## src/rtl/ipacmp_pkg.sv

```systemverilog
`default_nettype none
package ipacmp_pkg;

   // ----------------------------------------
   // register byte addresses
   // ----------------------------------------
   localparam logic [7:0] ADDR_CTRL     = 8'h00;
   localparam logic [7:0] ADDR_POS      = 8'h04;
   localparam logic [7:0] ADDR_PROT1    = 8'h08;
   localparam logic [7:0] ADDR_SUMPOS   = 8'h0c;
   localparam logic [7:0] ADDR_MATCH2_L = 8'h10;
   localparam logic [7:0] ADDR_MATCH2_H = 8'h14;
   localparam logic [7:0] ADDR_MASK2_L  = 8'h18;
   localparam logic [7:0] ADDR_MASK2_H  = 8'h1c;
   localparam logic [7:0] ADDR_FLOWVAL  = 8'h20;
   localparam logic [7:0] ADDR_FLOWMASK = 8'h30;
   localparam logic [7:0] ADDR_STATUS   = 8'h40;

   // ----------------------------------------
   // field positions
   // ----------------------------------------
   localparam int CTRL_MODE_LSB  = 0;
   localparam int CTRL_SEL_LSB   = 2;
   localparam int CTRL_ZERO_BIT  = 5;
   localparam int CTRL_FIX_BIT   = 6;
   localparam int CTRL_SLEN_LSB  = 8;
   localparam int POS_P1_LSB     = 0;
   localparam int POS_P2_LSB     = 8;
   localparam int POS_FL_LSB     = 16;
   localparam int POS_HL_LSB     = 24;
   localparam int PROT1_MASK_LSB = 8;
   localparam int IPV4_MF_BIT    = 5;

   // ----------------------------------------
   // reset values and write masks
   // ----------------------------------------
   localparam logic [31:0] CTRL_RST     = 32'h0000_0200;
   localparam logic [31:0] WORD_RST     = 32'h0000_0000;
   localparam logic [31:0] CTRL_WMASK   = 32'h0000_037f;
   localparam logic [31:0] POS_WMASK    = 32'hff1f_7f1f;
   localparam logic [31:0] PROT1_WMASK  = 32'h0000_ffff;
   localparam logic [31:0] SUMPOS_WMASK = 32'h0000_00ff;

   // ----------------------------------------
   // protocol constants
   // ----------------------------------------
   localparam logic [1:0] MODE_IPV4    = 2'h0;
   localparam logic [1:0] MODE_IPV6    = 2'h1;
   localparam logic [1:0] MODE_OTHER32 = 2'h2;
   localparam logic [1:0] MODE_OTHER128 = 2'h3;
   localparam logic [3:0] VER_IPV4     = 4'h4;
   localparam logic [3:0] VER_IPV6     = 4'h6;
   localparam logic [2:0] SEL_ETH2     = 3'h1;
   localparam logic [2:0] SEL_IP1      = 3'h2;
   localparam logic [2:0] SEL_IP2      = 3'h3;
   localparam logic [2:0] SEL_PTP      = 3'h5;
   localparam logic [7:0] IPV4_FLAGS_BYTE = 8'h06;
   localparam logic [7:0] IPV4_FRAG_BYTE  = 8'h07;
   localparam logic [7:0] IPV4_MIN_BYTES  = 8'h08;
   localparam logic [7:0] OTHER_MIN_BYTES = 8'h01;
   localparam logic [7:0] PROT2_BYTES     = 8'h08;
   localparam logic [4:0] FLOW_SPAN_SHORT = 5'h04;
   localparam logic [4:0] FLOW_SPAN_LONG  = 5'h10;

   typedef enum logic [1:0] {
      ST_IDLE    = 2'b00,
      ST_COLLECT = 2'b01,
      ST_DONE    = 2'b11
   } ipacmp_state_t;

   // masked compare: clear mask bits never mismatch
   function automatic logic masked_ok(input logic [127:0] value,
                                      input logic [127:0] mask,
                                      input logic [127:0] field);
      masked_ok = ((value ^ field) & mask) == 128'h0;
   endfunction

endpackage
`default_nettype wire

```

## src/rtl/ipacmp_stage.sv

```systemverilog
// The implementer's own choices: the register offsets and the APB slave port.
`default_nettype none
module ipacmp_stage import ipacmp_pkg::*; #(
   parameter int OFS_W = 8
) (
   // clock, reset, enable
   input  wire logic              pclk,
   input  wire logic              presetn,
   input  wire logic              ce,
   // apb slave
   input  wire logic              psel,
   input  wire logic              penable,
   input  wire logic              pwrite,
   input  wire logic [7:0]        paddr,
   input  wire logic [31:0]       pwdata,
   output logic                   pready,
   output logic      [31:0]       prdata,
   output logic                   pslverr,
   // header byte stream from previous stage
   input  wire logic              hdr_start,
   input  wire logic              hdr_valid,
   input  wire logic [7:0]        hdr_byte,
   input  wire logic              hdr_end,
   input  wire logic [OFS_W-1:0]  hdr_base,
   input  wire logic              ingress,
   // result towards next stage and rewriter
   output logic                   res_valid,
   output logic                   res_match,
   output logic                   res_flow_hit,
   output logic      [2:0]        res_next_sel,
   output logic      [OFS_W-1:0]  res_next_offset,
   output logic                   res_sum_zero,
   output logic                   res_sum_fixup,
   output logic      [OFS_W-1:0]  res_sum_pos,
   output logic      [1:0]        res_sum_len
);

   // ----------------------------------------
   // register storage
   // ----------------------------------------
   logic [31:0]   reg_ctrl;
   logic [31:0]   reg_pos;
   logic [31:0]   reg_prot1;
   logic [31:0]   reg_sumpos;
   logic [63:0]   second_protocol_match_value;
   logic [63:0]   second_protocol_match_mask;
   logic [127:0]  flow_compare_value;
   logic [127:0]  flow_compare_mask;
   logic [7:0]    match_count;

   wire [1:0] comparator_protocol_select = reg_ctrl[CTRL_MODE_LSB +: 2];
   wire [2:0] following_stage_select     = reg_ctrl[CTRL_SEL_LSB +: 3];
   wire       udp_sum_zero_enable        = reg_ctrl[CTRL_ZERO_BIT];
   wire       udp_sum_fixup_enable       = reg_ctrl[CTRL_FIX_BIT];
   wire [1:0] udp_sum_length             = reg_ctrl[CTRL_SLEN_LSB +: 2];
   wire [4:0] first_protocol_match_position  = reg_pos[POS_P1_LSB +: 5];
   wire [6:0] second_protocol_match_position = reg_pos[POS_P2_LSB +: 7];
   wire [4:0] flow_field_position            = reg_pos[POS_FL_LSB +: 5];
   wire [7:0] header_length_bytes            = reg_pos[POS_HL_LSB +: 8];
   wire [7:0] first_protocol_match_value = reg_prot1[7:0];
   wire [7:0] first_protocol_match_mask  = reg_prot1[PROT1_MASK_LSB +: 8];
   wire [7:0] udp_sum_position           = reg_sumpos[7:0];

   // ----------------------------------------
   // apb decode
   // ----------------------------------------
   wire hit_ctrl   = paddr == ADDR_CTRL;
   wire hit_pos    = paddr == ADDR_POS;
   wire hit_prot1  = paddr == ADDR_PROT1;
   wire hit_sumpos = paddr == ADDR_SUMPOS;
   wire hit_m2l    = paddr == ADDR_MATCH2_L;
   wire hit_m2h    = paddr == ADDR_MATCH2_H;
   wire hit_k2l    = paddr == ADDR_MASK2_L;
   wire hit_k2h    = paddr == ADDR_MASK2_H;
   wire hit_fval   = (paddr[7:4] == ADDR_FLOWVAL[7:4]) && (paddr[1:0] == 2'h0);
   wire hit_fmask  = (paddr[7:4] == ADDR_FLOWMASK[7:4]) && (paddr[1:0] == 2'h0);
   wire hit_status = paddr == ADDR_STATUS;
   wire [1:0] flow_word = paddr[3:2];

   wire addr_hit = hit_ctrl | hit_pos | hit_prot1 | hit_sumpos | hit_m2l | hit_m2h
                 | hit_k2l | hit_k2h | hit_fval | hit_fmask | hit_status;

   wire apb_access = psel && penable && !pready;
   wire apb_write  = psel && penable && pready && pwrite && addr_hit && ce;

   // ----------------------------------------
   // status observed by software
   // ----------------------------------------
   logic       last_short;
   logic [5:0] last_checks;

   wire [31:0] status_word = {16'h0, match_count, 1'b0, last_short, last_checks};

   wire [31:0] rd_mux =
        hit_ctrl   ? reg_ctrl :
        hit_pos    ? reg_pos :
        hit_prot1  ? reg_prot1 :
        hit_sumpos ? reg_sumpos :
        hit_m2l    ? second_protocol_match_value[31:0] :
        hit_m2h    ? second_protocol_match_value[63:32] :
        hit_k2l    ? second_protocol_match_mask[31:0] :
        hit_k2h    ? second_protocol_match_mask[63:32] :
        hit_fval   ? flow_compare_value[32*flow_word +: 32] :
        hit_fmask  ? flow_compare_mask[32*flow_word +: 32] :
        hit_status ? status_word : 32'h0000_0000;

   // ----------------------------------------
   // apb answer: one wait state
   // ----------------------------------------
   always_ff @(posedge pclk or negedge presetn) begin
      if (!presetn) begin
         pready  <= 1'b0;
         prdata  <= 32'h0000_0000;
         pslverr <= 1'b0;
      end else if (ce) begin
         pready  <= apb_access;
         pslverr <= apb_access && !addr_hit;
         if (apb_access) begin
            prdata  <= pwrite ? 32'h0000_0000 : rd_mux;
         end
      end
   end

   // ----------------------------------------
   // register writes
   // ----------------------------------------
   always_ff @(posedge pclk or negedge presetn) begin
      if (!presetn) begin
         reg_ctrl   <= CTRL_RST;
         reg_pos    <= WORD_RST;
         reg_prot1  <= WORD_RST;
         reg_sumpos <= WORD_RST;
      end else if (apb_write) begin
         if (hit_ctrl)   reg_ctrl   <= pwdata & CTRL_WMASK;
         if (hit_pos)    reg_pos    <= pwdata & POS_WMASK;
         if (hit_prot1)  reg_prot1  <= pwdata & PROT1_WMASK;
         if (hit_sumpos) reg_sumpos <= pwdata & SUMPOS_WMASK;
      end
   end

   always_ff @(posedge pclk or negedge presetn) begin
      if (!presetn) begin
         second_protocol_match_value <= '0;
         second_protocol_match_mask  <= '0;
         flow_compare_value          <= '0;
         flow_compare_mask           <= '0;
      end else if (apb_write) begin
         if (hit_m2l)   second_protocol_match_value[31:0]  <= pwdata;
         if (hit_m2h)   second_protocol_match_value[63:32] <= pwdata;
         if (hit_k2l)   second_protocol_match_mask[31:0]   <= pwdata;
         if (hit_k2h)   second_protocol_match_mask[63:32]  <= pwdata;
         if (hit_fval)  flow_compare_value[32*flow_word +: 32] <= pwdata;
         if (hit_fmask) flow_compare_mask[32*flow_word +: 32]  <= pwdata;
      end
   end

   // ----------------------------------------
   // byte collection
   // ----------------------------------------
   ipacmp_state_t state;
   ipacmp_state_t next_state;
   logic [7:0]    byte_idx;
   logic [3:0]    ver_nibble;
   logic [7:0]    flags_byte;
   logic [7:0]    frag_byte;
   logic          short_hdr;

   wire is_v4    = comparator_protocol_select == MODE_IPV4;
   wire is_v6    = comparator_protocol_select == MODE_IPV6;
   wire is_short = comparator_protocol_select == MODE_IPV4
                || comparator_protocol_select == MODE_OTHER32;

   // 32-bit flow for IPv4 and other-32, else the 128-bit address
   wire [4:0] flow_span = is_short ? FLOW_SPAN_SHORT : FLOW_SPAN_LONG;

   wire       take    = hdr_valid && ((state == ST_IDLE && hdr_start)
                                   || state == ST_COLLECT);
   wire [7:0] idx_now = (state == ST_IDLE) ? 8'h00 : byte_idx;

   // last byte any check needs
   wire [7:0] need_a  = (is_v4 || is_v6) ? IPV4_MIN_BYTES : OTHER_MIN_BYTES;
   wire [7:0] need_b  = {3'h0, first_protocol_match_position} + 8'h01;
   wire [7:0] need_c  = {1'b0, second_protocol_match_position} + PROT2_BYTES;
   wire [7:0] need_d  = {3'h0, flow_field_position} + {3'h0, flow_span};
   wire [7:0] need_ab = (need_a > need_b) ? need_a : need_b;
   wire [7:0] need_cd = (need_c > need_d) ? need_c : need_d;
   wire [7:0] need    = (need_ab > need_cd) ? need_ab : need_cd;
   wire       last    = take && (idx_now == need - 8'h01);
   wire       cut     = hdr_end && !last && (state == ST_COLLECT);

   always_comb begin
      next_state = state;
      case (state)
         ST_IDLE:    if (take) next_state = last ? ST_DONE : ST_COLLECT;
         ST_COLLECT: if (last || cut) next_state = ST_DONE;
         ST_DONE:    next_state = ST_IDLE;
         default:    next_state = ST_IDLE;
      endcase
   end

   always_ff @(posedge pclk or negedge presetn) begin
      if (!presetn) begin
         state     <= ST_IDLE;
         byte_idx  <= 8'h00;
         short_hdr <= 1'b0;
      end else if (ce) begin
         state <= next_state;
         if (take) byte_idx <= idx_now + 8'h01;
         if (state == ST_IDLE) short_hdr <= 1'b0;
         else if (cut) short_hdr <= 1'b1;
      end
   end

   always_ff @(posedge pclk or negedge presetn) begin
      if (!presetn) begin
         ver_nibble <= 4'h0;
         flags_byte <= 8'h00;
         frag_byte  <= 8'h00;
      end else if (ce && take) begin
         if (idx_now == 8'h00)           ver_nibble <= hdr_byte[7:4];
         if (idx_now == IPV4_FLAGS_BYTE) flags_byte <= hdr_byte;
         if (idx_now == IPV4_FRAG_BYTE)  frag_byte  <= hdr_byte;
      end
   end

   // ----------------------------------------
   // field windows
   // ----------------------------------------
   logic [7:0]   p1_field;
   logic [63:0]  p2_field;
   logic [127:0] fl_field;

   ipacmp_window #(.NBYTES(1), .POS_W(5)) u_prot1 (
      .pclk    (pclk),
      .presetn (presetn),
      .ce      (ce),
      .valid   (take),
      .idx     (idx_now),
      .data    (hdr_byte),
      .pos     (first_protocol_match_position),
      .span    (5'h01),
      .field   (p1_field)
   );

   ipacmp_window #(.NBYTES(8), .POS_W(7)) u_prot2 (
      .pclk    (pclk),
      .presetn (presetn),
      .ce      (ce),
      .valid   (take),
      .idx     (idx_now),
      .data    (hdr_byte),
      .pos     (second_protocol_match_position),
      .span    (PROT2_BYTES[4:0]),
      .field   (p2_field)
   );

   ipacmp_window #(.NBYTES(16), .POS_W(5)) u_flow (
      .pclk    (pclk),
      .presetn (presetn),
      .ce      (ce),
      .valid   (take),
      .idx     (idx_now),
      .data    (hdr_byte),
      .pos     (flow_field_position),
      .span    (flow_span),
      .field   (fl_field)
   );

   // ----------------------------------------
   // checks
   // ----------------------------------------
   wire ver_ok  = is_v4 ? (ver_nibble == VER_IPV4) :
                  is_v6 ? (ver_nibble == VER_IPV6) : 1'b1;
   wire frag_ok = !is_v4 || (!flags_byte[IPV4_MF_BIT]
                  && flags_byte[4:0] == 5'h00 && frag_byte == 8'h00);
   wire p1_ok   = masked_ok({120'h0, first_protocol_match_value},
                            {120'h0, first_protocol_match_mask},
                            {120'h0, p1_field});
   wire p2_ok   = masked_ok({64'h0, second_protocol_match_value},
                            {64'h0, second_protocol_match_mask},
                            {64'h0, p2_field});
   wire flow_ok = is_short ?
                  masked_ok({96'h0, flow_compare_value[127:96]},
                            {96'h0, flow_compare_mask[127:96]},
                            {96'h0, fl_field[31:0]}) :
                  masked_ok(flow_compare_value, flow_compare_mask, fl_field);
   wire sel_ok  = following_stage_select == SEL_ETH2
               || following_stage_select == SEL_IP1
               || following_stage_select == SEL_IP2
               || following_stage_select == SEL_PTP;
   wire all_ok  = !short_hdr && ver_ok && frag_ok && p1_ok && p2_ok && sel_ok;
   wire done    = state == ST_DONE;

   // ----------------------------------------
   // result outputs
   // ----------------------------------------
   wire [OFS_W-1:0] next_ofs = OFS_W'(hdr_base + header_length_bytes);
   wire [OFS_W-1:0] sum_ofs  = OFS_W'(hdr_base + udp_sum_position);

   always_ff @(posedge pclk or negedge presetn) begin
      if (!presetn) begin
         res_valid       <= 1'b0;
         res_match       <= 1'b0;
         res_flow_hit    <= 1'b0;
         res_next_sel    <= 3'h0;
         res_next_offset <= '0;
         res_sum_zero    <= 1'b0;
         res_sum_fixup   <= 1'b0;
         res_sum_pos     <= '0;
         res_sum_len     <= 2'h0;
      end else if (ce) begin
         res_valid <= done;
         if (done) begin
            res_match       <= all_ok;
            res_flow_hit    <= all_ok && flow_ok;
            res_next_sel    <= all_ok ? following_stage_select : 3'h0;
            res_next_offset <= next_ofs;
            res_sum_zero    <= all_ok && udp_sum_zero_enable
                               && is_v4 && ingress;
            res_sum_fixup   <= all_ok && udp_sum_fixup_enable;
            res_sum_pos     <= is_v4 ? sum_ofs : '0;
            res_sum_len     <= udp_sum_length;
         end
      end
   end

   always_ff @(posedge pclk or negedge presetn) begin
      if (!presetn) begin
         match_count <= 8'h00;
         last_short  <= 1'b0;
         last_checks <= 6'h00;
      end else if (ce && done) begin
         if (all_ok) match_count <= match_count + 8'h01;
         last_short  <= short_hdr;
         last_checks <= {flow_ok, sel_ok, p2_ok, p1_ok, frag_ok, ver_ok};
      end
   end

endmodule // ipacmp_stage
`default_nettype wire

```

## src/rtl/ipacmp_window.sv

```systemverilog
`default_nettype none
module ipacmp_window import ipacmp_pkg::*; #(
   parameter int NBYTES = 8,
   parameter int POS_W  = 7
) (
   // clock and reset
   input  wire logic                  pclk,
   input  wire logic                  presetn,
   input  wire logic                  ce,
   // byte stream
   input  wire logic                  valid,
   input  wire logic [7:0]            idx,
   input  wire logic [7:0]            data,
   // window placement
   input  wire logic [POS_W-1:0]      pos,
   input  wire logic [4:0]            span,
   // captured field, first byte most significant
   output logic      [8*NBYTES-1:0]   field
);

   wire [8:0] rel     = {1'b0, idx} - {{(9-POS_W){1'b0}}, pos};
   wire       in_win  = ~rel[8] && (rel[7:0] < {3'h0, span});
   wire       shift   = ce && valid && in_win;

   generate
      if (NBYTES == 1) begin : g_one
         always_ff @(posedge pclk or negedge presetn) begin
            if (!presetn) field <= '0;
            else if (shift) field <= data;
         end
      end else begin : g_many
         always_ff @(posedge pclk or negedge presetn) begin
            if (!presetn) field <= '0;
            else if (shift) field <= {field[8*NBYTES-9:0], data};
         end
      end
   endgenerate

endmodule // ipacmp_window
`default_nettype wire

```

## config.mk

```make
export PLATFORM = sky130hd
export DESIGN_NAME = ipacmp_stage
export DESIGN_NICKNAME = d
export VERILOG_FILES = /design/src/rtl/ipacmp_pkg.sv /design/src/rtl/ipacmp_stage.sv /design/src/rtl/ipacmp_window.sv
export SDC_FILE = /design/constraint.sdc
export NUM_CORES = 1
export LEC_CHECK = 0
export ABC_AREA = 1
export BUFFER_PORTS_ARGS = -buffer_cell sky130_fd_sc_hd__buf_2
export CAP_MARGIN = 40
export CORE_MARGIN = 2
export CORE_UTILIZATION = 35
export CTS_CLUSTER_DIAMETER = 200
export CTS_CLUSTER_SIZE = 30
export DETAILED_ROUTE_END_ITERATION = 7
export HOLD_SLACK_MARGIN = 0.08
export SETUP_SLACK_MARGIN = 0.1
export SLEW_MARGIN = 20
export SYNTH_ARGS = -nofsm -noshare
export SYNTH_HDL_FRONTEND = slang
export SYNTH_HIERARCHICAL = 1
export SYNTH_SLANG_ARGS = --single-unit
```

## constraint.sdc

```tcl
create_clock -name pclk -period 9.5 [get_ports pclk]
set_input_delay 1.9 -clock pclk [delete_from_list [all_inputs] [get_ports pclk]]
set_output_delay 1.9 -clock pclk [all_outputs]
set_load 0.05 [all_outputs]
```

==> flow_summary.toml <==
[status]
status = "finished, final reports clean"

[synthesis]
ys_warn_count = 6
syn_area_per_cell_um2 = 7.91
async_reset_ff_share_pct = 100
syn_area_um2 = 39500
synth_cells = 4993
seq_area_frac_synth_pct = 47.2
synth_cell_type_count = 72
ys_ff_latch = 746
ys.flop_type = "dfrtp_1"
synth-edff-count = 0

[timing]
fin_crit_sh_pct = 56.6
tightest_slew_ns = 0.970
period_minus_slack_ns = 5.38
maxSlewViolCount = 0
setup_viol = 0
skew_ns = 0.0218
tns_ns = 0
finalHoldViolations = 0
fmax_mhz = 186
rsz0062_at_grt = "no"
slew_headroom_pct = 35.4

[detailed_routing]
dr_total_vias = 35700
ant_nets = 0
drt-pass1-iter-count = 8
viasPerCell = 5.50
route.detailed.drc = 0
wl_per_cell_um = 23.6
drt_iter0_markers = 4211
totalWireLength_um = 153000

[cts]
htreeDepth = 1
clkLatencyLatePin_ns = 0.66
cts_resized = 0
ctsHoldBuffers = 0
root_buffer = "clkbuf_16"
cts_tree = "done"
clockBufferDepth = 3
clk_pin_slew_ns = 0.13
cts_sinks = 746
post_cts_buffers = 0
numCtsBuffers = 28

[pwr]
vdd_drop_max_v = 0.000364
power.density_nw_per_um2 = 183
p_seq_share_pct = 50.6
p_int_mw = 4.69
p_sw_mw = 3.04
switching_share_pct = 39.3
p_leak_nw = 20.0
p_clk_share_pct = 21.2
power_mw = 7.73
comb_power_share_pct = 28.2

[grt]
antenna_found_initial = 11
grt_usage_pct = 25.9
grt_first_pass_wirelength_um = 226000
grt-ovfl-total = 0
grt_max_degree = 162
grt_pass1_vias = 33100

[layout]
final_common_cell = "nand2_1"
drive_gt1_share_pct = 8.02
nFillCells = 11600
syn_to_final_growth_pct = 7.20
fin_nets = 5122
mostFrequentLayoutCells = "1,570 x nand2_1, 745 x dfrtp_1, 567 x o21ai_0"

[run]
drv_cap = 0

[critical_path]
regToRegStartpoint = "reg_ctrl[0]$_DFFE_PN0P_"
worstSetupStartpointType = "primary input"
startpoint = "paddr[2]"
critPathMaxStageDelay_ns = 0.45
crit_type = "primary input to flop"
crit_path_cell_trace = "buf_6 -> inv_4 -> ha_1 -> nand2_1 -> inv_1 -> nand2_1 -> nand2_1 -> nor3_1 -> nand4_1 -> nand2_1 -> nor3_2 -> nand2_2 -> buf_4 -> nand2_1 -> o21ai_1"
end_kind = "flop"
crit_required_ns = 10.03
cp.arrival_ns = 5.91
crit_path_max_fanout = 53
cp_slowest_cell = "nand2_1"
crit_top_cell = "nand2_1"

[placed_design]
gp_congestion = 0.974
io_buffer_count = 125
hpwl_um = 111000

[die]
core_um2 = 112000
die-width_um = 340
die_area_um2 = 116000
die_h_um = 340
rows = 123
ioPinCount = 126
initial_utilization_pct = 35.2

[worst_hold_path]
min_from = "res_sum_len[1]$_DFFE_PN0P_"
min_path_type = "flop to flop"
-- critical path: cells and delay by family --
kind	cells	cell delay, ns
AND/OR/NAND/NOR	9	2.11
buffers and inverters	4	1.32
adder cells (fa/ha/maj)	1	0.36
AO/OA/AOI/OAI	1	0.07
-- state kept, by name, indices dropped and copies added, names as in the netlist, 3 cells and up --
register / flops
res_sum_pos: 8
flow_compare_value: 128
res_next_sel: 3
reg_prot1: 16
u_prot2/field: 64
res_next_offset: 8
u_flow/field: 128
reg_ctrl: 9
last_checks: 6
ver_nibble: 4
u_prot1/field: 8
reg_sumpos: 8
match_count: 8
byte_idx: 8
second_protocol_match_mask: 64
frag_byte: 8
prdata: 32
second_protocol_match_value: 64
flags_byte: 6
reg_pos: 25
flow_compare_mask: 128
-- through the flow --
| stage | instances | area (um^2) | utilization [%] | worst slack (ns) | hold slack (ns) |
|---|---|---|---|---|---|
| floorplan | 5004 | 39600 | - | 4.61 | 0.444 |
| CTS | 6482 | 42300 | 37.7 | 4.23 | 0.493 |
| global route | 6490 | 42400 | 37.8 | 3.90 | 0.522 |
| global placement | 6431 | 41300 | 36.8 | 3.64 | 0.450 |
| finish | 6490 | 42400 | 37.8 | 4.12 | 0.488 |
| detailed placement | 6442 | 41500 | 37.0 | 3.54 | 0.461 |
-- logic make-up (layout without fill, tap and decap cells) --
group | after synthesis | after routing | synth area share [%]
simple gates | 2432 | 2432 | 26.4
compound gates | 1083 | 1083 | 15.2
flops | 746 | 746 | 47.2
buf+inv | 547 | 529 | 6.18
xor+xnor | 103 | 103 | 2.28
fa+ha+maj | 80 | 80 | 2.63
other cells | 2 | 17 | 0.0190
-- synthesized netlist by cell type (10+ instances only) --
library cell  number  area share, %
clkbuf_1         143            1.4
nand2_2           22           0.35
a21oi_1          186            2.4
nand4_1           36           0.57
a32o_1            12           0.30
o21ai_1          145            1.8
a21o_1            10           0.19
nor3_1            17           0.22
xnor2_1           19           0.42
nand2_1         1579             15
xor2_1            84            1.9
inv_1            277            2.6
dfrtp_1          745             47
o211ai_1          25           0.47
buf_1             10          0.095
o22ai_1           10           0.16
buf_6             18           0.51
nor4_1            14           0.22
o31ai_1           10           0.19
o2111ai_1         43           0.95
or2_2             79            1.3
buf_4             17           0.32
ha_1              75            2.4
buf_2             49           0.62
nand3_1          443            5.6
o21ai_0          567            7.2
nor2_2            13           0.21
nor2_1           181            1.7
inv_2             14           0.13
-- power by group through the flow --
stage	clock network, mW	logic (mW)	registers (mW)
2_1_floorplan	0	1.47	3.91
3_3_place_gp	0	2.05	3.96
3_5_place_dp	0	2.13	3.97
4_1_cts	1.67	2.13	3.91
5_1_grt	1.78	2.37	3.95
6_report	1.64	2.18	3.92
-- final timing paths --
kind | endpoint | slack [ns] | cells past startpoint
max in group asynchronous | res_sum_pos[2]$_DFFE_PN0P_ | 6.43 | 3
setup reg to reg | state[0]$_DFFE_PN0P_ | 4.35 | 36
hold reg to reg | res_sum_len[1]$_DFFE_PN0P_ | 0.49 | 2
min in group asynchronous | flow_compare_value[48]$_DFFE_PN0P_ | 1.20 | 1
setup / recovery | flow_compare_mask[107]$_DFFE_PN0P_ | 4.12 | 15
hold / removal | res_sum_len[1]$_DFFE_PN0P_ | 0.49 | 2
-- per-layer routing --
layer	part of all wire, %	wire, um	up-vias	global-route usage, %
met5	0.020	31	-	0
met4	4.5	6910	6	10.6
met3	8.1	12400	271	3.59
met2	45	68200	1564	39.8
met1	43	65700	17300	36.7
li1	-	-	16500	-
-- area by class of cell --
cell class	instances	area, um^2	share of cell area (%)
Sequential cell	746	18700	44.1
Timing Repair Buffer	191	1370	3.24
Tap cell	1500	1880	4.43
Clock inverter	1	30.0	0.0709
Multi-Input combinational cell	3711	18500	43.7
Inverter	298	1120	2.65
Clock buffer	39	763	1.80
Antenna cell	4	10.0	0.0236
Note: power is estimated with default switching activity, not from simulation.
